==> config.mk <==
export PLATFORM = sky130hd
export DESIGN_NAME = ampseq_top
export DESIGN_NICKNAME = d
export VERILOG_FILES = /design/src/inc/ampseq_pkg.sv /design/src/inc/ampseq_i2c_if.sv /design/src/rtl/ampseq_timer.sv /design/src/rtl/ampseq_i2c.sv /design/src/rtl/ampseq_top.sv
export SDC_FILE = /design/constraint.sdc
export NUM_CORES = 1
export LEC_CHECK = 0
export BUFFER_PORTS_ARGS = -buffer_cell sky130_fd_sc_hd__buf_2
export CAP_MARGIN = 30
export CORE_MARGIN = 4
export CORE_UTILIZATION = 23
export CTS_BUF_LIST = sky130_fd_sc_hd__clkbuf_8 sky130_fd_sc_hd__clkbuf_16
export DETAILED_ROUTE_END_ITERATION = 8
export GPL_TIMING_DRIVEN = 0
export PLACE_DENSITY = 0.45
export SYNTH_ARGS = -nofsm -noshare
export SYNTH_HDL_FRONTEND = slang
export SYNTH_SLANG_ARGS = --single-unit
==> constraint.sdc <==
create_clock -name clk -period 11.1 [get_ports clk]
set_clock_uncertainty 0.1 [all_clocks]
set_input_delay 2.22 -clock clk [delete_from_list [all_inputs] [get_ports clk]]
set_output_delay 2.22 -clock clk [all_outputs]
set_load 0.01 [all_outputs]
==> src/inc/ampseq_pkg.sv <==
// Constants for the amplifier power-up and shutdown sequencer.
// Assumes a 40 MHz host clock; every wait is a whole count of cycles.
package ampseq_pkg;

  // ----------------------------------------------------------------
  // Clock and minimum waits
  // ----------------------------------------------------------------
  localparam int CLK_MHZ         = 40;
  localparam int T_PWR_HOLD_US   = 100;
  localparam int T_RST_REL_US    = 13_500;
  localparam int T_TRIM_US       = 50_000;
  localparam int T_SD_BASE_US    = 1_000;
  localparam int T_LOSS_US       = 2_000;
  localparam int T_FIRST_TRIM_US = 240_000;
  localparam int T_RST_LOW_US    = 2;
  localparam int PWM_UNIT_US     = 1;

  // Integer MHz, so microsecond counts are exact and never short
  localparam int CYC_PWR_HOLD   = T_PWR_HOLD_US * CLK_MHZ;
  localparam int CYC_RST_REL    = T_RST_REL_US * CLK_MHZ;
  localparam int CYC_TRIM       = T_TRIM_US * CLK_MHZ;
  localparam int CYC_SD_BASE    = T_SD_BASE_US * CLK_MHZ;
  localparam int CYC_LOSS       = T_LOSS_US * CLK_MHZ;
  localparam int CYC_FIRST_TRIM = T_FIRST_TRIM_US * CLK_MHZ;
  localparam int CYC_RST_LOW    = T_RST_LOW_US * CLK_MHZ;
  // 1.3 times one PWM time unit, rounded up
  localparam int CYC_PWM_13     = (PWM_UNIT_US * CLK_MHZ * 13 + 9) / 10;
  localparam int I2C_QTR_CYC    = 100;

  // ----------------------------------------------------------------
  // Amplifier registers and values
  // ----------------------------------------------------------------
  localparam logic [7:0] REG_SHUTDOWN = 8'h05;
  localparam logic [7:0] REG_PWM_TIME = 8'h1a;
  localparam logic [7:0] REG_OSC_TRIM = 8'h1b;
  localparam logic [7:0] VAL_TRIM     = 8'h00;
  localparam logic [7:0] VAL_SD_ENTER = 8'h40;
  localparam logic [7:0] VAL_SD_EXIT  = 8'h00;
  localparam logic [7:0] PWM_RESET    = 8'h00;

  // ----------------------------------------------------------------
  // Host-side registers
  // ----------------------------------------------------------------
  localparam logic [2:0] A_CMD     = 3'h0;
  localparam logic [2:0] A_STATUS  = 3'h1;
  localparam logic [2:0] A_UADDR   = 3'h2;
  localparam logic [2:0] A_UDATA   = 3'h3;
  localparam logic [2:0] A_PWMTIME = 3'h4;

  localparam int CB_INIT  = 0;
  localparam int CB_ENTER = 1;
  localparam int CB_EXIT  = 2;
  localparam int CB_PDOWN = 3;
  localparam int CB_LOSS  = 4;
  localparam int CB_UWR   = 5;

  localparam int SB_BUSY    = 0;
  localparam int SB_RUN     = 1;
  localparam int SB_SHUT    = 2;
  localparam int SB_WIN     = 3;
  localparam int SB_NACK    = 4;
  localparam int SB_REFUSE  = 5;
  localparam int SB_POWERED = 6;

endpackage

==> src/inc/ampseq_i2c_if.sv <==
// Write-request link between the sequencer and its bus engine.
// Assumes both ends share one clock.
`timescale 1ns/1ps
interface ampseq_i2c_if;
  logic       req;
  logic [7:0] reg_addr;
  logic [7:0] data;
  logic       hold_low;
  logic       busy;
  logic       done;
  logic       nack;
  modport master (output req, reg_addr, data, hold_low,
                  input busy, done, nack);
  modport engine (input req, reg_addr, data, hold_low,
                  output busy, done, nack);
endinterface

==> src/rtl/ampseq_timer.sv <==
// Down-counting wait timer.
// Assumes a load count of at least one cycle.
`timescale 1ns/1ps
module ampseq_timer #(
  parameter int W = 32
) (
  input  wire logic         clk,
  input  wire logic         arst_n,
  input  wire logic         ce,
  input  wire logic         load,
  input  wire logic [W-1:0] count,
  output logic              done
);
  logic [W-1:0] cnt_r;

  always_ff @(posedge clk or negedge arst_n) begin
    if (!arst_n) begin
      cnt_r <= '0;
    end else if (ce) begin
      if (load) begin
        cnt_r <= count;
      end else if (cnt_r != '0) begin
        cnt_r <= cnt_r - 1'b1;
      end
    end
  end

  assign done = (cnt_r == '0);
endmodule // ampseq_timer

==> src/rtl/ampseq_i2c.sv <==
// Write-only bus engine: start, device address, register, data, stop.
// Assumes open-drain lines with pull-ups; honours clock stretching.
`timescale 1ns/1ps
module ampseq_i2c #(
  parameter logic [6:0] DEV_ADDR = 7'h2a,
  parameter int         QTR      = ampseq_pkg::I2C_QTR_CYC
) (
  input  wire logic   clk,
  input  wire logic   arst_n,
  input  wire logic   ce,
  ampseq_i2c_if.engine bus,
  input  wire logic   scl_level,
  output logic        scl_oe_n,
  input  wire logic   sda_level,
  output logic        sda_oe_n
);
  typedef enum logic [1:0] {e_idle, e_start, e_bits, e_stop}
    ampseq_eng_type;

  ampseq_eng_type st_r;
  logic [15:0]    div_r;
  logic [1:0]     ph_r;
  logic [4:0]     idx_r;
  logic [26:0]    sh_r;
  logic           scl_r, sda_r, acc_r, done_r, nack_r;

  // Released clock held low by the far side stalls the divider
  wire stretch  = scl_r && !scl_level;
  wire tick     = (div_r == 16'h0000) && !stretch;
  wire ack_slot = (idx_r == 5'h08) || (idx_r == 5'h11) ||
                  (idx_r == 5'h1a);

  always_ff @(posedge clk or negedge arst_n) begin
    if (!arst_n) begin
      st_r <= e_idle;  div_r <= '0;  ph_r <= '0;  idx_r <= '0;
      sh_r <= '0;  scl_r <= 1'b0;  sda_r <= 1'b0;
      acc_r <= 1'b0;  done_r <= 1'b0;  nack_r <= 1'b0;
    end else if (ce) begin
      done_r <= 1'b0;
      if (st_r != e_idle && !stretch) begin
        div_r <= tick ? 16'(QTR - 1) : div_r - 1'b1;
      end
      if (tick && st_r != e_idle) begin
        ph_r <= ph_r + 1'b1;
      end
      unique case (st_r)
        e_idle: begin
          scl_r <= !bus.hold_low;
          sda_r <= !bus.hold_low;
          if (bus.req) begin
            sh_r  <= {DEV_ADDR, 1'b0, 1'b1, bus.reg_addr, 1'b1,
                      bus.data, 1'b1};
            st_r  <= e_start;  ph_r <= '0;  acc_r <= 1'b0;
            div_r <= 16'(QTR - 1);
            scl_r <= 1'b1;  sda_r <= 1'b1;
          end
        end
        e_start: if (tick) begin
          if (ph_r == 2'd0) begin
            sda_r <= 1'b0;
          end else begin
            scl_r <= 1'b0;  st_r <= e_bits;
            ph_r  <= '0;  idx_r <= '0;
          end
        end
        e_bits: if (tick) begin
          unique case (ph_r)
            2'd0: sda_r <= sh_r[26];
            2'd1: scl_r <= 1'b1;
            2'd2: if (ack_slot && sda_level) acc_r <= 1'b1;
            2'd3: begin
              scl_r <= 1'b0;
              sh_r  <= {sh_r[25:0], 1'b0};
              idx_r <= idx_r + 1'b1;
              if (idx_r == 5'h1a) st_r <= e_stop;
            end
          endcase
        end
        e_stop: if (tick) begin
          unique case (ph_r)
            2'd0: sda_r <= 1'b0;
            2'd1: scl_r <= 1'b1;
            default: begin
              sda_r  <= 1'b1;  st_r <= e_idle;
              done_r <= 1'b1;  nack_r <= acc_r;
            end
          endcase
        end
      endcase
    end
  end

  assign scl_oe_n = scl_r;
  assign sda_oe_n = sda_r;
  assign bus.busy = (st_r != e_idle);
  assign bus.done = done_r;
  assign bus.nack = nack_r;
endmodule // ampseq_i2c

==> src/rtl/ampseq_top.sv <==
// Host sequencer: power-up, trim, shutdown and power-down of the amp.
// Assumes software on the plain register port; one 40 MHz clock.
`timescale 1ns/1ps
module ampseq_top #(
  parameter logic [6:0] I2C_DEV_ADDR   = 7'h2a, // Arbitrary address
  parameter int         I2C_QTR        = ampseq_pkg::I2C_QTR_CYC,
  parameter int         CYC_RST_REL    = ampseq_pkg::CYC_RST_REL,
  parameter int         CYC_TRIM       = ampseq_pkg::CYC_TRIM,
  parameter int         CYC_SD_BASE    = ampseq_pkg::CYC_SD_BASE,
  parameter int         CYC_LOSS       = ampseq_pkg::CYC_LOSS,
  parameter int         CYC_FIRST_TRIM = ampseq_pkg::CYC_FIRST_TRIM,
  parameter int         CYC_PWM_13     = ampseq_pkg::CYC_PWM_13
) (
  input  wire logic       clk,
  input  wire logic       arst_n,
  input  wire logic       ce,
  input  wire logic [2:0] addr,
  input  wire logic [7:0] wr_data,
  input  wire logic       wr_en,
  input  wire logic       rd_en,
  output logic      [7:0] rd_data,
  output logic            amp_reset_n,
  output logic            amp_power_down_n,
  input  wire logic       scl_level,
  output logic            scl_drive,
  output logic            scl_oe_n,
  input  wire logic       sda_level,
  output logic            sda_drive,
  output logic            sda_oe_n
);
  // ----------------------------------------------------------------
  // Declarations
  // ----------------------------------------------------------------
  typedef enum logic [3:0] {
    s_off, s_pwr, s_rstw, s_trim_wr, s_trim_w, s_cfg, s_exit_wr,
    s_exit_w, s_run, s_enter_wr, s_enter_w, s_shut, s_loss, s_rst_low
  } ampseq_state_type;

  ampseq_state_type state_r, state_nxt;
  logic        rst_pin_r, pdn_r, first_r, pd_pend_r;
  logic        usr_pend_r, sent_r, nack_st_r, refuse_st_r;
  logic [7:0]  uaddr_r, udata_r, pwm_r, rd_data_r, status, rd_mux;
  logic        tmr_load, tmr_done, win_done;
  logic [31:0] tmr_val;

  ampseq_i2c_if bus ();

  // ----------------------------------------------------------------
  // Command decode and legality
  // ----------------------------------------------------------------
  wire       cmd_wr  = wr_en && (addr == ampseq_pkg::A_CMD);
  wire [7:0] cmd     = cmd_wr ? wr_data : 8'h00;
  wire       c_init  = cmd[ampseq_pkg::CB_INIT];
  wire       c_enter = cmd[ampseq_pkg::CB_ENTER];
  wire       c_exit  = cmd[ampseq_pkg::CB_EXIT];
  wire       c_pdown = cmd[ampseq_pkg::CB_PDOWN];
  wire       c_loss  = cmd[ampseq_pkg::CB_LOSS];
  wire       c_uwr   = cmd[ampseq_pkg::CB_UWR];
  wire [7:0] clr     = (wr_en && addr == ampseq_pkg::A_STATUS) ?
                       wr_data : 8'h00;

  wire st_sd    = (state_r == s_cfg) || (state_r == s_shut);
  wire stable   = st_sd || (state_r == s_run);
  wire op_idle  = !usr_pend_r && !sent_r;
  wire wr_state = (state_r == s_trim_wr) || (state_r == s_exit_wr) ||
                  (state_r == s_enter_wr);
  // Shutdown and trim registers only move through the sequences
  wire uaddr_ok = (uaddr_r != ampseq_pkg::REG_SHUTDOWN) &&
                  (uaddr_r != ampseq_pkg::REG_OSC_TRIM);
  wire init_ok  = (state_r == s_off);
  wire exit_ok  = st_sd && op_idle && win_done;
  wire enter_ok = (state_r == s_run) && op_idle;
  wire pd_ok    = stable && op_idle;
  wire loss_ok  = (state_r != s_off) && (state_r != s_loss) &&
                  (state_r != s_rst_low);
  wire uwr_ok   = stable && !usr_pend_r && uaddr_ok;
  wire take_uwr = c_uwr && uwr_ok && !c_loss;
  wire take_loss = c_loss && loss_ok;
  wire refuse   = (c_init && !init_ok) || (c_enter && !enter_ok) ||
                  (c_exit && !exit_ok) || (c_pdown && !pd_ok) ||
                  (c_loss && !loss_ok) || (c_uwr && !uwr_ok);

  // ----------------------------------------------------------------
  // Wait lengths from the PWM timing shadow
  // ----------------------------------------------------------------
  wire [31:0] pwm_scaled = 32'(pwm_r) * 32'(CYC_PWM_13);
  wire [31:0] wait_sd    = 32'(CYC_SD_BASE) + pwm_scaled;
  wire [31:0] wait_win   = 32'(CYC_FIRST_TRIM) + pwm_scaled;
  wire        win_load   = (state_r == s_trim_wr) && bus.done &&
                           first_r;

  // ----------------------------------------------------------------
  // Sequencer
  // ----------------------------------------------------------------
  always_comb begin
    state_nxt = state_r;
    tmr_load  = 1'b0;
    tmr_val   = 32'h0000_0000;
    unique case (state_r)
      s_off: if (c_init && !c_loss) begin
        state_nxt = s_pwr;
        tmr_load  = 1'b1;
        tmr_val   = 32'(ampseq_pkg::CYC_PWR_HOLD);
      end
      s_pwr: if (tmr_done) begin
        state_nxt = s_rstw;
        tmr_load  = 1'b1;
        tmr_val   = 32'(CYC_RST_REL);
      end
      s_rstw: if (tmr_done) begin
        state_nxt = s_trim_wr;
      end
      s_trim_wr: if (bus.done) begin
        state_nxt = s_trim_w;
        tmr_load  = 1'b1;
        tmr_val   = 32'(CYC_TRIM);
      end
      s_trim_w: if (tmr_done) begin
        state_nxt = s_cfg;
      end
      s_cfg, s_shut: begin
        if (c_exit && exit_ok) begin
          state_nxt = s_exit_wr;
        end else if (c_pdown && pd_ok) begin
          state_nxt = s_rst_low;
          tmr_load  = 1'b1;
          tmr_val   = 32'(ampseq_pkg::CYC_RST_LOW);
        end
      end
      s_exit_wr: if (bus.done) begin
        state_nxt = s_exit_w;
        tmr_load  = 1'b1;
        tmr_val   = wait_sd;
      end
      s_exit_w: if (tmr_done) begin
        state_nxt = s_run;
      end
      s_run: if ((c_enter && enter_ok) || (c_pdown && pd_ok)) begin
        state_nxt = s_enter_wr;
      end
      s_enter_wr: if (bus.done) begin
        state_nxt = s_enter_w;
        tmr_load  = 1'b1;
        tmr_val   = wait_sd;
      end
      s_enter_w: if (tmr_done) begin
        if (pd_pend_r) begin
          state_nxt = s_rst_low;
          tmr_load  = 1'b1;
          tmr_val   = 32'(ampseq_pkg::CYC_RST_LOW);
        end else begin
          state_nxt = s_shut;
        end
      end
      s_loss: if (tmr_done) begin
        state_nxt = s_rst_low;
        tmr_load  = 1'b1;
        tmr_val   = 32'(ampseq_pkg::CYC_RST_LOW);
      end
      s_rst_low: if (tmr_done) begin
        state_nxt = s_off;
      end
      default: state_nxt = s_off;
    endcase
    if (take_loss) begin
      state_nxt = s_loss;
      tmr_load  = 1'b1;
      tmr_val   = 32'(CYC_LOSS);
    end
  end

  // Pin levels follow the next state so they change with it
  wire rst_nxt = (state_nxt != s_off) && (state_nxt != s_pwr) &&
                 (state_nxt != s_rst_low);
  wire pdn_nxt = (state_nxt == s_rst_low) ? pdn_r :
                 ((state_nxt != s_off) &&
                  (state_nxt != s_loss));

  always_ff @(posedge clk or negedge arst_n) begin
    if (!arst_n) begin
      state_r   <= s_off;
      rst_pin_r <= 1'b0;
      pdn_r     <= 1'b0;
      first_r   <= 1'b1;
      pd_pend_r <= 1'b0;
    end else if (ce) begin
      state_r   <= state_nxt;
      rst_pin_r <= rst_nxt;
      pdn_r     <= pdn_nxt;
      if (win_load) first_r <= 1'b0;
      if (take_loss || state_nxt == s_rst_low) begin
        pd_pend_r <= 1'b0;
      end else if (state_r == s_run && c_pdown && pd_ok) begin
        pd_pend_r <= 1'b1;
      end
    end
  end

  // ----------------------------------------------------------------
  // Bus write requests
  // ----------------------------------------------------------------
  wire is_trim  = (state_r == s_trim_wr);
  wire is_exit  = (state_r == s_exit_wr);
  wire is_enter = (state_r == s_enter_wr);

  assign bus.req      = !sent_r && !bus.busy &&
                        (wr_state || (stable && usr_pend_r));
  assign bus.reg_addr = is_trim  ? ampseq_pkg::REG_OSC_TRIM :
                        wr_state ? ampseq_pkg::REG_SHUTDOWN : uaddr_r;
  assign bus.data     = is_trim  ? ampseq_pkg::VAL_TRIM :
                        is_exit  ? ampseq_pkg::VAL_SD_EXIT :
                        is_enter ? ampseq_pkg::VAL_SD_ENTER :
                        udata_r;
  assign bus.hold_low = (state_r == s_off);

  always_ff @(posedge clk or negedge arst_n) begin
    if (!arst_n) begin
      sent_r      <= 1'b0;
      usr_pend_r  <= 1'b0;
      uaddr_r     <= 8'h00;
      udata_r     <= 8'h00;
      pwm_r       <= ampseq_pkg::PWM_RESET;
      nack_st_r   <= 1'b0;
      refuse_st_r <= 1'b0;
      rd_data_r   <= 8'h00;
    end else if (ce) begin
      if (bus.done) begin
        sent_r <= 1'b0;
      end else if (bus.req) begin
        sent_r <= 1'b1;
      end
      if (take_uwr) begin
        usr_pend_r <= 1'b1;
      end else if (take_loss || (bus.done && stable)) begin
        usr_pend_r <= 1'b0;
      end
      if (wr_en && addr == ampseq_pkg::A_UADDR) uaddr_r <= wr_data;
      if (wr_en && addr == ampseq_pkg::A_UDATA) udata_r <= wr_data;
      if (take_uwr && uaddr_r == ampseq_pkg::REG_PWM_TIME) begin
        pwm_r <= udata_r;
      end
      // Set wins over a clear in the same cycle
      nack_st_r   <= (bus.done && bus.nack) ||
                     (nack_st_r && !clr[ampseq_pkg::SB_NACK]);
      refuse_st_r <= refuse ||
                     (refuse_st_r && !clr[ampseq_pkg::SB_REFUSE]);
      rd_data_r   <= rd_en ? rd_mux : 8'h00;
    end
  end

  // ----------------------------------------------------------------
  // Timers and bus engine
  // ----------------------------------------------------------------
  ampseq_timer #(.W(32)) u_wait (
    .clk    (clk),
    .arst_n (arst_n),
    .ce     (ce),
    .load   (tmr_load),
    .count  (tmr_val),
    .done   (tmr_done)
  );

  ampseq_timer #(.W(32)) u_window (
    .clk    (clk),
    .arst_n (arst_n),
    .ce     (ce),
    .load   (win_load),
    .count  (wait_win),
    .done   (win_done)
  );

  ampseq_i2c #(.DEV_ADDR(I2C_DEV_ADDR), .QTR(I2C_QTR)) u_i2c (
    .clk       (clk),
    .arst_n    (arst_n),
    .ce        (ce),
    .bus       (bus),
    .scl_level (scl_level),
    .scl_oe_n  (scl_oe_n),
    .sda_level (sda_level),
    .sda_oe_n  (sda_oe_n)
  );

  // ----------------------------------------------------------------
  // Status and read back
  // ----------------------------------------------------------------
  assign status[ampseq_pkg::SB_BUSY]    = !(stable && op_idle);
  assign status[ampseq_pkg::SB_RUN]     = (state_r == s_run);
  assign status[ampseq_pkg::SB_SHUT]    = st_sd;
  assign status[ampseq_pkg::SB_WIN]     = win_done;
  assign status[ampseq_pkg::SB_NACK]    = nack_st_r;
  assign status[ampseq_pkg::SB_REFUSE]  = refuse_st_r;
  assign status[ampseq_pkg::SB_POWERED] = rst_pin_r;
  assign status[7]                      = 1'b0;

  assign rd_mux =
    (addr == ampseq_pkg::A_STATUS)  ? status  :
    (addr == ampseq_pkg::A_UADDR)   ? uaddr_r :
    (addr == ampseq_pkg::A_UDATA)   ? udata_r :
    (addr == ampseq_pkg::A_PWMTIME) ? pwm_r   : 8'h00;

  assign rd_data          = rd_data_r;
  assign amp_reset_n      = rst_pin_r;
  assign amp_power_down_n = pdn_r;
  assign scl_drive        = 1'b0;
  assign sda_drive        = 1'b0;
endmodule // ampseq_top

Yosys cells after proc, flatten, opt, wreduce, memory -nomap -nowiden
Cells that the tools add are included.

Flip-flop bits (word level): 165. Input port bits: 18. Output and inout port bits: 14. Logic and storage cells: 313.

Add/subtract/negate cells: 7. $mul: 1. Eq/ne operators: 50. Mux-type cells: 109. Bitwise operators: 2. Reductions and logical operators: 119.

Operators with widths (number): $mux W32 (5); $pmux W21 S7 (1); $mux W27 (3); $mux W8 (10); $logic_not A32 Y1 (2); $mux W16 (4); $reduce_bool A32 Y1 (2); $sub A32 B1 Y32 const B (2); $mux W4 (15); $pmux W27 S2 (1); $pmux W4 S13 (1); $logic_and A1 B1 Y1 (47); $mux W7 (5); $mux W1 (32); $eq A4 B4 Y1 const B (7); $add A24 B14 Y25 const A (1); $mux W2 (12); $mux W21 (1); $mux W20 (1); $mux W5 (4); $reduce_and A2 Y1 (10); $ne A2 B1 Y1 const B (9); $add A16 B14 Y17 const A (1); $logic_or A1 B1 Y1 (17); other kinds (46) (95).

Depth between registers and ports, before layout
Depth after elaboration: 13. Depth in mapped cells: 14. Gate-level depth less buffers: 14.

By module
A second synthesis with hierarchy kept.

Cell total of the unflattened synthesis: 1267. Area total of the unflattened synthesis: 11471.0 um^2.

Modules (own cells, without submodules): ampseq_timer (instances 2, cells an instance 245, area each 2073.2 um^2, sequential area each 800.8 um^2); ampseq_top (instances 1, cells an instance 466, area each 4040.1 um^2, sequential area each 1102.3 um^2); ampseq_i2c (instances 1, cells an instance 311, area each 3284.4 um^2, sequential area each 1426.4 um^2).

Worst setup path after synthesis
Ideal clock, no wire load.

Kind: input to register. Start: in addr[2]. End: reg u_wait.cnt_r[19]. Setup time: 0.099 ns. Arrival: 4.229 ns. Path slack: 6.671 ns. Stages: 9. Path through: buf_2 nor4b_4 nand2_1 or2_1 o21ai_2 buf_4 nor2_1 or3_1 a311oi_1.

Longest elaborated chain between the ends: 10. Elaborated cells between the ends (all ways): 17.

Ends and longest elaborated chain: from (decl) (line ampseq_top.sv:17) `input wire logic [2:0] addr,`; $logic_not A3 Y1 (*) (line ampseq_top.sv:51) `wire cmd_wr = wr_en && (addr == ampseq_pkg::A_CMD);`; $logic_and A1 B1 Y1 (*) (line ampseq_top.sv:51); $mux W6 (*) (line ampseq_top.sv:52) `wire [7:0] cmd = cmd_wr ? wr_data : 8'h00;`; $logic_and A1 B1 Y1 or $logic_not A1 Y1 (tied branches) (line ampseq_top.sv:124, ampseq_top.sv:100); $mux W1 or $logic_and A1 B1 Y1 (tied branches) (line ampseq_top.sv:124, ampseq_top.sv:100); $mux W1, on equally long branches (line ampseq_top.sv:122, ampseq_top.sv:100); $pmux W1 S5 (line ampseq_top.sv:99) `unique case (state_r)`; $mux W1 (line ampseq_top.sv:165) `if (take_loss) begin`; $reduce_bool A2 Y1 (no source line); $reduce_and A2 Y1 (no source line); to (signal assigned) (line ampseq_timer.sv:21) `cnt_r <= count;`; to (signal assigned) (line ampseq_timer.sv:23) `cnt_r <= cnt_r - 1'b1;`; to (decl) (line ampseq_timer.sv:14) `logic [W-1:0] cnt_r;`.

Mark *: on every way between the ends. The rest lies on a longest branch, timed or not. A chain may end at the register's enable or synchronous reset.

Worst setup path in the final report
Start: in ce. End: reg u_window.cnt_r[10].

Longest elaborated chain between the ends: 1.

Ends and longest elaborated chain: from (decl) (line ampseq_top.sv:16) `input wire logic ce,`; $reduce_and A2 Y1 (no source line); to (signal assigned) (line ampseq_timer.sv:21); to (signal assigned) (line ampseq_timer.sv:23); to (decl) (line ampseq_timer.sv:14).

Every way passes these cells.

==> reports/qor.yml <==
floorplanning:
  ios: 32
  die_y_um: 226
  rows: 79
  start_util_pct: 23.4
  core_mm2: 0.0469
  die_x_um: 226
  dieArea_mm2: 0.0513
timing:
  hold_violations: 0
  setup_viol: 0
  slew_headroom_pct: 32.3
  finalCriticalPeriod_ps: 4750
  timing.final.crit_share_pct: 42.8
  fin_setup_tns_ps: 0
  holdWs_ps: 380
  tightestPinTransition_ps: 1010
  rsz0062_at_grt: "no"
  fmax_mhz: 211
  finalMaxSlewViolations: 0
synth:
  ys_seq_area_share_pct: 37.6
  syn-cell-area_mm2: 0.0110
  synth-xor-area-share_pct: 2.24
  synth_top_family_by_area: "simple AND/OR/NAND/NOR gates"
  synth_edf_count: 0
  synth_compound_area_share_pct: 22.9
  yosys.area_share.simple_pct: 23.0
  ys_top_cells_by_area: "dfrtp_1 (37%), ha_1 (4.4%), o21ai_0 (4.1%)"
  synthCells: 1246
  synth_mux_area_share_pct: 3.72
  async_flop_share_pct: 100
  synth_top_cell_by_area: "dfrtp_1"
  yosysWarnings: 0
  synth_top_area_share_pct: 37.4
  ys_types: 88
  ys.flop_type: "dfrtp_1"
  synth_seq_cells: 165
  syn_avg_cell_area_um2: 8.81
  synth_fa_ha_area_share_pct: 5.36
cts:
  holdBufCountCts: 0
  insertion_delay_ps: 470
  cts.sinks: 165
  cts-root-buf: "clkbuf_16"
  cts_tree: "built"
  numCtsBuffers: 17
  ctsHtreeMaxLevel: 4
  cts_resized: 0
  post-cts-setup-buffers: 0
  path_clk_slew_ps: 70
  clockBufferDepth: 2
critical_path:
  ff2ff_setup_slack_ps: 6860
  crit_fanout: 10
  worstSetupStartpointType: "input pin"
  crit_path_end_kind: "register"
  path_cells: "buf_2 > clkbuf_1 > clkbuf_1 > clkbuf_1 > o21ai_0 > a22o_1"
  arrival_ps: 5000
  worst_ep_required_time_ps: 11360
  max_stage_delay_ps: 750
  crit_type: "in -> reg"
  critPathSlowestCell: "clkbuf_1"
  cp_common_cell: "clkbuf_1"
routing:
  avgRoutedWirePerCell_um: 18.2
  postRouteAntennaNets: 0
  route.detailed.drc: 0
  vias_per_cell: 5.19
  via_count: 9941
  wirelength_um: 34900
  dr.pass1.iters: 5
  drt_iter0_drc: 721
global_route:
  grt_antenna_before_repair: 0
  globalRouteOverflowTotal: 0
  grt_pass1_wl_um: 55700
  grt_usage_pct: 13.8
  grt_pass1_vias: 9551
  grt_max_degree: 97
power_and_ir_drop:
  cellPowerDensity_mw_per_mm2: 159
  p_leak_nw: 5.21
  power_mw: 1.99
  irDropWorstVdd_mv: 0.132
finish:
  final_area_mm2: 0.0125
  syn2layout_area_growth_pct: 13.7
  antenna_cells: 0
  nets: 1358
  drive_above_1_share_pct: 11.1
  fill_cells: 5132
outcome:
  status: "finished clean"
placed_design:
  dpl-instance-area_mm2: 0.0119
  portBuffers: 27
  dp.final_hpwl_um: 25800
  gp_routability_congestion: 0.872
worst_hold_path:
  hp-class: "reg -> reg"
job:
  cap_viol_max_count: 0
-- path summary, 6_finish.rpt --
check,cells after the start,from,to
worst max-delay path,6,ce,u_window.cnt_r[10]$_DFFE_PN0P_
worst min-delay path,2,u_i2c.sh_r[22]$_DFFE_PN0P_,u_i2c.sh_r[22]$_DFFE_PN0P_
worst max register to register,11,pwm_r[1]$_DFFE_PN0P_,u_wait.cnt_r[12]$_DFFE_PN0P_
worst min register to register,2,u_i2c.sh_r[22]$_DFFE_PN0P_,u_i2c.sh_r[22]$_DFFE_PN0P_
max in group asynchronous,2,arst_n,u_i2c.sh_r[8]$_DFFE_PN0P_
min in group asynchronous,1,arst_n,u_wait.cnt_r[16]$_DFFE_PN0P_
-- metal layers --
metal  part of all wire [%]  track usage, %  vias up  wire length [µm]
met5                      0               0        -                 0
met4                    1.7            3.99        0               590
met3                    5.0            2.47       41              1760
met2                     45            21.1      259             15600
met1                     49            20.0     4879             17000
li1                       -               -     4762                 -
-- synthesized netlist by cell type (6+ instances only) --
library cell  count
and2_1           11
o21a_1            8
o2111ai_1         8
nor4_1           35
nor3b_1           6
nand2b_1         10
o22ai_1          16
o41ai_1           6
xnor2_1          17
mux2_2           30
o31ai_1          26
nor3_1           41
ha_1             39
a22o_1           15
clkbuf_1         44
buf_2            13
and3_1            6
or3_1            28
xor2_1           11
or4_1            12
a31oi_1          13
or2_2             6
a211oi_1          8
dfrtp_1         164
inv_1            58
nand4_1          16
mux2i_1           7
nor2b_1          18
o2bb2ai_1        10
a22oi_1          19
o21ai_0          90
nand3_1          33
nand2_1         113
a21o_1            9
nor2_1           98
a21oi_1          72
-- where the power goes --
part	switching, mW	leakage, nW	internal, mW	total (mW)
sequential	0.139	2.14	0.713	0.852
clock	0.287	0.284	0.299	0.586
combinational	0.323	2.79	0.226	0.549
total	0.749	5.21	1.24	1.99
-- critical path, delay by kind of cell --
family	cells	cell delay, ps
buffers and inverters	4	2280
AO/OA/AOI/OAI	2	480
-- cells in the final DEF (no fill, tap or decap), types with 11 or more instances in the layout --
cell,n
a31oi_1,13
nor2_1,98
a21oi_1,72
nor3_1,41
nand3_1,33
nor4_1,35
ha_1,39
and2_1,11
clkbuf_16,17
nor2b_1,18
o21ai_0,90
o31ai_1,26
o22ai_1,16
a22oi_1,19
or4_1,12
xor2_1,11
clkbuf_1,44
inv_1,60
xnor2_1,17
nand2_1,113
a22o_1,15
nand4_1,16
dfrtp_1,164
buf_2,41
mux2_2,30
or3_1,28
-- metrics by stage --
stage,std cells,setup WS [ps],util (%)
after floorplan,1247,6670,-
after global placement,1881,4740,25.3
after detailed placement,1884,5870,25.4
after CTS,1916,6370,26.6
after global routing,1916,6220,26.6
final,1916,6350,26.6
-- cell type report --
type / instances / area (µm²) / share of cell area, %
buffer: 71 / 340 / 2.73
tap: 607 / 759 / 6.09
timing repair buffer: 30 / 183 / 1.46
clock inverter: 14 / 120 / 0.963
sequential: 165 / 4130 / 33.1
inverter: 58 / 218 / 1.74
clock buffer: 18 / 439 / 3.52
multi-input combinational: 953 / 6290 / 50.4
-- sequential cells by signal, indices dropped and copies added (netlist names), 2 cells and up --
| register | count |
|---|---|
| rd_data | 8 |
| udata_r | 8 |
| u_i2c.st_r | 2 |
| u_i2c.idx_r | 5 |
| u_window.cnt_r | 32 |
| u_i2c.sh_r | 27 |
| uaddr_r | 8 |
| pwm_r | 8 |
| state_r | 4 |
| u_i2c.ph_r | 2 |
| u_i2c.div_r | 16 |
| u_wait.cnt_r | 32 |
-- logic make-up (layout without fill, tap and decap cells) --
logic type / count (synthesis) / after routing
compound gates: 367 / 367
xor+xnor: 28 / 28
fa+ha+maj: 44 / 44
buf+inv: 129 / 191
flops: 165 / 165
mux: 37 / 37
other cells: 1 / 2
simple gates: 475 / 475
Power figures use the tool's default switching activity.
